===== src/verilog/dpwm_pkg.sv =====
// package: register map, field layout and timing for the dual pwm block
`default_nettype none
package dpwm_pkg;
  // register offsets, byte addresses on the plain register port
  localparam logic [3:0] ADDR_CONTROL  = 4'h0;
  localparam logic [3:0] ADDR_BUF0_LO  = 4'h4;
  localparam logic [3:0] ADDR_BUF0_HI  = 4'h5;
  localparam logic [3:0] ADDR_BUF1_LO  = 4'h8;
  localparam logic [3:0] ADDR_BUF1_HI  = 4'h9;
  localparam int         ADDR_W        = 4;
  localparam int         DATA_W        = 16;
  localparam int         WIDTH_W       = 12;
  // control register layout
  localparam int         CTL_W         = 8;
  localparam logic [7:0] CTL_RESET     = 8'h00;
  localparam int         BIT_EN0       = 0;
  localparam int         BIT_EN1       = 1;
  localparam int         BIT_LPS0      = 2;
  localparam int         BIT_RES_LO    = 4;
  localparam int         BIT_RES_HI    = 5;
  localparam int         BIT_LPS1      = 3;
  // resolution codes in the control register
  localparam logic [1:0] RES_8         = 2'h0;
  localparam logic [1:0] RES_10        = 2'h1;
  localparam logic [1:0] RES_12        = 2'h2;
  // counter advances once every this many system clocks
  localparam int         STEP_CLKS     = 2;
  localparam logic [0:0] PRESCALE_LAST = 1'(STEP_CLKS - 1);
  // access size on the bus
  localparam logic       SIZE_BYTE     = 1'b0;
  localparam logic       SIZE_WORD     = 1'b1;
endpackage
`default_nettype wire


===== src/verilog/dpwm_top.sv =====
// dual pwm generator: registers, shared counter, two channels
// ****************************************************************
// ****************************************************************
`timescale 1ns/100ps
`default_nettype none
module dpwm_top (
  input  wire logic        clk_sys,
  input  wire logic        nrst,
  input  wire logic        ce,
  input  wire logic [3:0]  addr,
  input  wire logic [15:0] wdata,
  input  wire logic        wr,
  input  wire logic        rd,
  input  wire logic        size,
  output logic      [15:0] rdata,
  output logic             port_pin_ch0,
  output logic             port_pin_ch1
);
  // ****************************************************************
  // helpers
  // ****************************************************************
  function automatic logic [11:0] mask_of(input logic [1:0] res);
    case (res)
      dpwm_pkg::RES_8:  mask_of = 12'h0FF;
      dpwm_pkg::RES_10: mask_of = 12'h3FF;
      default:          mask_of = 12'hFFF;
    endcase
  endfunction

  // merge a byte or word write into a 12-bit buffer
  function automatic logic [11:0] merge(input logic [11:0] old,
                                        input logic [15:0] d,
                                        input logic        word);
    merge = word ? d[11:0] : {old[11:8], d[7:0]};
  endfunction

  // ****************************************************************
  // registers
  // ****************************************************************
  logic [7:0]  modulator_control_q;
  logic [11:0] width_buffer_ch0_q;
  logic [11:0] width_buffer_ch1_q;
  logic [15:0] rdata_d;

  wire logic sel_ctl = (addr == dpwm_pkg::ADDR_CONTROL);
  wire logic sel_b0  = (addr == dpwm_pkg::ADDR_BUF0_LO);
  wire logic sel_b1  = (addr == dpwm_pkg::ADDR_BUF1_LO);
  // high byte alone is not addressable; such writes are dropped
  wire logic wr_b0   = wr && sel_b0;
  wire logic wr_b1   = wr && sel_b1;
  wire logic word    = (size == dpwm_pkg::SIZE_WORD);

  always_ff @(posedge clk_sys or negedge nrst)
  begin
    if (!nrst)
      modulator_control_q <= dpwm_pkg::CTL_RESET;
    else if (ce && wr && sel_ctl)
      modulator_control_q <= wdata[7:0];
  end

  // buffers carry no reset: software loads them before enabling
  always_ff @(posedge clk_sys)
  begin
    if (ce && wr_b0)
      width_buffer_ch0_q <= merge(width_buffer_ch0_q, wdata, word);
    if (ce && wr_b1)
      width_buffer_ch1_q <= merge(width_buffer_ch1_q, wdata, word);
  end

  always_comb
  begin
    rdata_d = 16'h0000;
    if (sel_ctl)
      rdata_d = {8'h00, modulator_control_q};
    else if (sel_b0)
      rdata_d = word ? {4'h0, width_buffer_ch0_q}
                     : {8'h00, width_buffer_ch0_q[7:0]};
    else if (sel_b1)
      rdata_d = word ? {4'h0, width_buffer_ch1_q}
                     : {8'h00, width_buffer_ch1_q[7:0]};
  end

  always_ff @(posedge clk_sys or negedge nrst)
  begin
    if (!nrst)
      rdata <= 16'h0000;
    else if (ce)
      rdata <= rd ? rdata_d : 16'h0000;
  end

  // ****************************************************************
  // shared control counter
  // ****************************************************************
  logic [0:0]  pre_q;
  logic [11:0] cnt_q;
  wire  logic [1:0]  res    = modulator_control_q[dpwm_pkg::BIT_RES_HI:
                                                  dpwm_pkg::BIT_RES_LO];
  wire  logic [11:0] rmask  = mask_of(res);
  wire  logic        step   = (pre_q == dpwm_pkg::PRESCALE_LAST);
  wire  logic [11:0] cnt_m  = cnt_q & rmask;
  wire  logic        ovf    = step && (cnt_m == rmask);

  always_ff @(posedge clk_sys or negedge nrst)
  begin
    if (!nrst)
      pre_q <= 1'b0;
    else if (ce)
      pre_q <= step ? 1'b0 : pre_q + 1'b1;
  end

  // wraps at the selected length; stale high bits are masked off
  always_ff @(posedge clk_sys or negedge nrst)
  begin
    if (!nrst)
      cnt_q <= 12'h000;
    else if (ce && step)
      cnt_q <= ovf ? 12'h000 : cnt_m + 12'h001;
  end

  // ****************************************************************
  // channels
  // ****************************************************************
  dpwm_channel u_ch0 (
    .clk_sys    (clk_sys),
    .nrst       (nrst),
    .ce         (ce),
    .step       (step),
    .ovf        (ovf),
    .cnt_masked (cnt_m),
    .buffer     (width_buffer_ch0_q),
    .res_mask   (rmask),
    .enable     (modulator_control_q[dpwm_pkg::BIT_EN0]),
    .level_sel  (modulator_control_q[dpwm_pkg::BIT_LPS0]),
    .pin        (port_pin_ch0)
  );

  dpwm_channel u_ch1 (
    .clk_sys    (clk_sys),
    .nrst       (nrst),
    .ce         (ce),
    .step       (step),
    .ovf        (ovf),
    .cnt_masked (cnt_m),
    .buffer     (width_buffer_ch1_q),
    .res_mask   (rmask),
    .enable     (modulator_control_q[dpwm_pkg::BIT_EN1]),
    .level_sel  (modulator_control_q[dpwm_pkg::BIT_LPS1]),
    .pin        (port_pin_ch1)
  );

  // ****************************************************************
  // checks
  // ****************************************************************
  property p_ctl_reset;
    @(posedge clk_sys) $rose(nrst) |-> modulator_control_q == 8'h00;
  endproperty
  a_ctl_reset: assert property (p_ctl_reset)
    else $error("ctl not zero");

  property p_step_two;
    @(posedge clk_sys) disable iff (!nrst)
      (ce && step) ##1 ce |-> !step;
  endproperty
  a_step_two: assert property (p_step_two)
    else $error("step too often");

  property p_cnt_adv;
    @(posedge clk_sys) disable iff (!nrst)
      (ce && step && !ovf) |=> cnt_q == $past(cnt_m) + 12'h001;
  endproperty
  a_cnt_adv: assert property (p_cnt_adv)
    else $error("count wrong");

  property p_cnt_wrap;
    @(posedge clk_sys) disable iff (!nrst)
      (ce && ovf) |=> cnt_q == 12'h000;
  endproperty
  a_cnt_wrap: assert property (p_cnt_wrap)
    else $error("no wrap");

  property p_load;
    @(posedge clk_sys) disable iff (!nrst)
      (ce && ovf) |=> u_ch0.compare_q == $past(width_buffer_ch0_q);
  endproperty
  a_load: assert property (p_load)
    else $error("compare not loaded");

  property p_hold;
    @(posedge clk_sys) disable iff (!nrst)
      !ovf |=> $stable(u_ch1.compare_q);
  endproperty
  a_hold: assert property (p_hold)
    else $error("compare moved");

  property p_rise;
    @(posedge clk_sys) disable iff (!nrst)
      (ce && ovf) ##1 ce |=> u_ch0.active_q;
  endproperty
  a_rise: assert property (p_rise)
    else $error("no active");

  property p_fall;
    @(posedge clk_sys) disable iff (!nrst)
      (ce && step && !ovf && u_ch1.match) |=> !u_ch1.active_q;
  endproperty
  a_fall: assert property (p_fall)
    else $error("no inactive");

  property p_off;
    @(posedge clk_sys) disable iff (!nrst)
      (ce && !modulator_control_q[dpwm_pkg::BIT_EN0]) |=> !port_pin_ch0;
  endproperty
  a_off: assert property (p_off)
    else $error("pin on while off");

  property p_off1;
    @(posedge clk_sys) disable iff (!nrst)
      (ce && !modulator_control_q[dpwm_pkg::BIT_EN1]) |=> !port_pin_ch1;
  endproperty
  a_off1: assert property (p_off1)
    else $error("pin one on while off");

  property p_fall0;
    @(posedge clk_sys) disable iff (!nrst)
      (ce && step && !ovf && u_ch0.match) |=> !u_ch0.active_q;
  endproperty
  a_fall0: assert property (p_fall0)
    else $error("no inactive on channel zero");

  property p_load1;
    @(posedge clk_sys) disable iff (!nrst)
      (ce && ovf) |=> u_ch1.compare_q == $past(width_buffer_ch1_q);
  endproperty
  a_load1: assert property (p_load1)
    else $error("compare one not loaded");

  property p_hold0;
    @(posedge clk_sys) disable iff (!nrst)
      !ovf |=> $stable(u_ch0.compare_q);
  endproperty
  a_hold0: assert property (p_hold0)
    else $error("compare zero moved");

  property p_ctl_write;
    @(posedge clk_sys) disable iff (!nrst)
      (ce && wr && sel_ctl) |=> modulator_control_q == $past(wdata[7:0]);
  endproperty
  a_ctl_write: assert property (p_ctl_write)
    else $error("ctl not written");

  property p_ctl_hold;
    @(posedge clk_sys) disable iff (!nrst)
      !(ce && wr && sel_ctl) |=> $stable(modulator_control_q);
  endproperty
  a_ctl_hold: assert property (p_ctl_hold)
    else $error("ctl changed without write");

  // buffer checks only follow a write: until then the buffers hold unknowns
  property p_buf_word;
    @(posedge clk_sys) disable iff (!nrst)
      (ce && wr_b0 && word) |=> width_buffer_ch0_q == $past(wdata[11:0]);
  endproperty
  a_buf_word: assert property (p_buf_word)
    else $error("word write lost");

  property p_buf_byte;
    @(posedge clk_sys) disable iff (!nrst)
      (ce && wr_b1 && !word) |=> width_buffer_ch1_q[7:0] == $past(wdata[7:0]);
  endproperty
  a_buf_byte: assert property (p_buf_byte)
    else $error("byte write lost");

  property p_hi_drop;
    @(posedge clk_sys) disable iff (!nrst)
      (ce && wr && addr == dpwm_pkg::ADDR_BUF0_HI) |=>
        width_buffer_ch0_q == $past(width_buffer_ch0_q);
  endproperty
  a_hi_drop: assert property (p_hi_drop)
    else $error("high byte write taken");

  property p_rd_idle;
    @(posedge clk_sys) disable iff (!nrst)
      (ce && !rd) |=> rdata == 16'h0000;
  endproperty
  a_rd_idle: assert property (p_rd_idle)
    else $error("read data not cleared");

  property p_rd_ctl;
    @(posedge clk_sys) disable iff (!nrst)
      (ce && rd && sel_ctl) |=> rdata == {8'h00, $past(modulator_control_q)};
  endproperty
  a_rd_ctl: assert property (p_rd_ctl)
    else $error("ctl read wrong");

  property p_rd_narrow;
    @(posedge clk_sys) disable iff (!nrst)
      (ce && rd && !word) |=> rdata[15:8] == 8'h00;
  endproperty
  a_rd_narrow: assert property (p_rd_narrow)
    else $error("byte read too wide");

  property p_pre_alt;
    @(posedge clk_sys) disable iff (!nrst)
      (ce && nrst) |=> pre_q != $past(pre_q);
  endproperty
  a_pre_alt: assert property (p_pre_alt)
    else $error("prescaler stuck");

  property p_freeze;
    @(posedge clk_sys) disable iff (!nrst)
      !ce |=> $stable(cnt_q) && $stable(pre_q) &&
              $stable(modulator_control_q) && $stable(rdata);
  endproperty
  a_freeze: assert property (p_freeze)
    else $error("state moved while frozen");
endmodule
`default_nettype wire


===== src/verilog/dpwm_channel.sv =====
// one pwm channel: hidden compare register and output flop
`timescale 1ns/100ps
`default_nettype none
module dpwm_channel (
  input  wire logic        clk_sys,
  input  wire logic        nrst,
  input  wire logic        ce,
  input  wire logic        step,
  input  wire logic        ovf,
  input  wire logic [11:0] cnt_masked,
  input  wire logic [11:0] buffer,
  input  wire logic [11:0] res_mask,
  input  wire logic        enable,
  input  wire logic        level_sel,
  output logic             pin
);
  logic [11:0] compare_q;
  logic        active_q;
  wire  logic  match = ((compare_q & res_mask) == cnt_masked);

  // compare register has no software path at all
  always_ff @(posedge clk_sys or negedge nrst)
  begin
    if (!nrst)
      compare_q <= 12'h000;
    else if (ce && ovf)
      compare_q <= buffer;
  end

  // overflow wins over match so a zero width still gives one step high
  always_ff @(posedge clk_sys or negedge nrst)
  begin
    if (!nrst)
      active_q <= 1'b0;
    else if (ce && ovf)
      active_q <= 1'b1;
    else if (ce && step && match)
      active_q <= 1'b0;
  end

  // level select picks the polarity of the active phase
  always_ff @(posedge clk_sys or negedge nrst)
  begin
    if (!nrst)
      pin <= 1'b0;
    else if (ce)
      pin <= enable ? (active_q ^ level_sel) : 1'b0;
  end
endmodule
`default_nettype wire


===== config.mk =====
export PLATFORM = sky130hd
export DESIGN_NAME = dpwm_top
export DESIGN_NICKNAME = d
export VERILOG_FILES = /design/src/verilog/dpwm_pkg.sv /design/src/verilog/dpwm_top.sv /design/src/verilog/dpwm_channel.sv
export SDC_FILE = /design/constraint.sdc
export NUM_CORES = 1
export LEC_CHECK = 0
export BUFFER_PORTS_ARGS = -buffer_cell sky130_fd_sc_hd__buf_4
export CORE_MARGIN = 2
export CORE_UTILIZATION = 45
export CTS_CLUSTER_SIZE = 10
export DETAILED_ROUTE_END_ITERATION = 8
export PLACE_DENSITY = 0.62
export SLEW_MARGIN = 20
export SYNTH_ARGS = -nofsm -noshare
export SYNTH_HDL_FRONTEND = slang
export SYNTH_SLANG_ARGS = --single-unit

===== constraint.sdc =====
create_clock -name clk_sys -period 3.8 [get_ports clk_sys]
set_input_delay 0.19 -clock clk_sys [delete_from_list [all_inputs] [get_ports clk_sys]]
set_output_delay 0.19 -clock clk_sys [all_outputs]
set_load 0.05 [all_outputs]

==> qor.json <==
{
  "place": {
    "post-dp-hpwl_mm": 5.463,
    "dpl_cell_area_mm2": 0.004324,
    "gp_congestion": 0.7991,
    "placed_instances": 458,
    "placement.io_buffers": 35
  },
  "setup_path": {
    "cp_data_required_time_ns": 4.03,
    "crit-reg2reg-launch": "cnt_q[0]$_DFFE_PN0P_",
    "type_of_element_capturing_the_critical_path": "flop",
    "critPathLaunchType": "flop",
    "cp-startpoint": "cnt_q[0]$_DFFE_PN0P_",
    "worst-endpoint-arrival_ns": 2.35,
    "critical_path_peak_fanout": 24,
    "timing.setup.critical_path_class": "flop to flop"
  },
  "final_layout": {
    "post_route_cells_drive_above_1_share_pct": 24.52,
    "antenna_cells": 0,
    "final_area_mm2": 0.004558,
    "fill_cells": 758,
    "nets": 389,
    "final_cell_mix": "dfrtp_1 (61), buf_4 (35), xnor2_1 (29)",
    "fin_util_pct": 52.27,
    "finish.cell_count_without_fillers": 475,
    "seqCellArea_mm2": 0.002247,
    "area_taken_by_multi_input_logic_gates_mm2": 0.001593,
    "syn_to_final_growth_pct": 12.58,
    "layout_commonest_cell": "dfrtp_1"
  },
  "route": {
    "detail_route.drc_violations": 0,
    "drt-total-wl_mm": 7.536,
    "vias_per_cell": 5.309,
    "wl_per_cell_um": 15.87,
    "initialDrtViolationCount": 115,
    "route.antenna.remaining_nets": 0,
    "vias": 2522,
    "dr.pass1.iters": 4
  },
  "clock_tree": {
    "holdBufCountCts": 1,
    "htree_num_levels": 3,
    "ctsLongestPathBuffers": 2,
    "worst_skew_pair.late_latency_ns": 0.34,
    "cts.reportedPaths.clkPinSlew_ns": 0.09,
    "numClockSinks": 85,
    "tritoncts.num_buffers": 9,
    "count_of_cells_resized_by_post_cts_repair": 0,
    "tritoncts_clock_tree": "built",
    "cts_root_buffer": "clkbuf_8",
    "post_cts_buffers": 0
  },
  "yosys": {
    "synth.largest_area_cell": "dfrtp_1",
    "synth.yosys.seq_area_share_pct": 55.50,
    "ys_warn_count": 0,
    "synth_compound_gate_area_share_pct": 9.951,
    "mappedNetlistArea_mm2": 0.004049,
    "synth_ff_type": "dfrtp_1",
    "avgSynthCellArea_um2": 12.09,
    "synth.lib_cells_used.distinct": 46,
    "synth_edf_count": 24,
    "synth-seq-cells": 85,
    "synth_simple_gate_area_share_pct": 10.78,
    "largest_family_of_logic_cells_by_synthesized_area": "multiplexers",
    "top_cells_by_area_in_the_synthesized_netlist": "dfrtp_1 (38%), edfxtp_1 (18%), mux2_4 (7.4%), xnor2_1 (6.3%), mux2_2 (3.1%)",
    "postSynth.asyncResetShare_pct": 71.76,
    "post_synth_inst_count": 335,
    "share_of_cell_area_taken_by_muxes_after_synthesis_pct": 11.00,
    "post_synth_fa_ha_maj_area_fraction_pct": 0.3090,
    "share_of_the_synthesized_netlist_area_taken_by_xor_and_xnor_gates_pct": 6.922,
    "synth_largest_type_area_fraction_pct": 37.70
  },
  "sta": {
    "final.setup_skew_ns": 0.009732,
    "timing.final.crit_share_pct": 55.70,
    "setup_viol_count_final": 0,
    "worst_margin_pin_slew_ns": 0.7754,
    "report.final.hold_viol_count": 0,
    "timing.fmax_ghz": 0.4725,
    "pins_over_slew_limit": 0,
    "timing.slew.headroom_pct": 48.30,
    "fin_tns_setup_ns": 0,
    "rsz0062_at_grt": "no",
    "fin_crit_ns": 2.116
  },
  "power_and_ir_drop": {
    "pwr_density_cell_mw_per_mm2": 470.1,
    "finalPower_uw": 2143,
    "vdd_drop_max_uv": 244.9,
    "power_leakage_uw": 0.001990
  },
  "grt": {
    "grt_util_all_layers_pct": 16.72,
    "maximum_number_of_pins_on_one_net_before_global_route_repair": 62,
    "antenna_found_initial": 0,
    "grt.overflow.total": 0,
    "first_pass_grt_wire_length_mm": 13.03,
    "first_global_vias": 2590
  },
  "outcome": {
    "result_of_the_run": "finished, final reports clean"
  },
  "floorplan": {
    "io_pins": 44,
    "initial_core_util_pct": 46.43,
    "die_area_mm2": 0.009772,
    "placement_rows": 34,
    "die-width_um": 98.86,
    "floorplan.die.height_um": 98.86,
    "coreArea_mm2": 0.008721
  },
  "min_path": {
    "holdCritStartpoint": "wdata[9]",
    "hold_path.class": "input port to flop"
  },
  "run": {
    "max-cap-violations": 0
  }
}
metrics by stage:
stage | hold WS, ns | worst slack, ns
6_report | 0.02718 | 1.684
5_1_grt | 0.008445 | 1.528
4_1_cts | 0.006961 | 1.700
3_5_place_dp | 0.3280 | 1.709
3_3_place_gp | 0.3269 | 1.758
2_1_floorplan | -0.1056 | 2.053
worst max-delay path, stage by stage, from the launching register on:
cell and delay [ns]:
dfrtp_1 0.49, ha_1 0.24, nand3_1 0.16, nor3_4 0.38, nand2_4 0.34, mux2_4 0.39
worst paths after layout:
path / endpoint / depth (start not counted) / slack, ns
min: width_buffer_ch0_q[9]$_DFFE_PP_ / 1 / 0.03
max reg2reg: u_ch1.compare_q[8]$_DFFE_PN0P_ / 5 / 1.68
min reg2reg: u_ch1.compare_q[5]$_DFFE_PN0P_ / 1 / 0.50
min in group asynchronous: cnt_q[3]$_DFFE_PN0P_ / 2 / 0.46
max: u_ch1.compare_q[8]$_DFFE_PN0P_ / 5 / 1.68
max in group asynchronous: modulator_control_q[5]$_DFFE_PN0P_ / 2 / 2.82
where the power goes:
| part | internal [uW] | switching (uW) |
|---|---|---|
| sequential | 1000 | 107 |
| combinational | 151 | 183 |
| clock | 374 | 328 |
| total | 1520 | 618 |
registers in the layout (all words and copies together), names as in the netlist:
name	count
u_ch1.active_q	1
u_ch0.active_q	1
u_ch1.compare_q	12
width_buffer_ch1_q	12
pre_q	1
rdata	12
u_ch1.pin	1
width_buffer_ch0_q	12
u_ch0.pin	1
modulator_control_q	8
cnt_q	12
u_ch0.compare_q	12
final cells by class:
| cell class | count | share of cell area, % |
|---|---|---|
| Inverter | 23 | 1.894 |
| Timing Repair Buffer | 36 | 5.984 |
| Tap cell | 108 | 2.965 |
| Clock inverter | 7 | 2.196 |
| Multi-Input combinational cell | 207 | 34.94 |
| Sequential cell | 85 | 49.30 |
| Clock buffer | 9 | 2.718 |
cell families after synthesis:
family	Yosys count
simple gates	76
flops	85
mux	33
other cells	1
fa+ha+maj	1
xor+xnor	32
compound gates	61
buf+inv	46
cells in the mapped netlist, types with 10 or more instances:
master / instances
nand3_1: 14
dfrtp_1: 61
nand2_1: 16
mux2_4: 20
xnor2_1: 29
mux2_2: 11
edfxtp_1: 24
o21ai_0: 20
nor2b_1: 10
inv_1: 23
nor2_1: 10
layer usage:
| metal | part of all wire, % | vias to the layer above | GRT usage, % |
|---|---|---|---|
| met5 | 0 | - | 0 |
| met4 | 1.3 | 0 | 6.112 |
| met3 | 3.4 | 10 | 2.908 |
| met2 | 45 | 44 | 25.26 |
| met1 | 51 | 1240 | 24.35 |
| li1 | - | 1228 | - |
(Power assumes the default switching activity.)
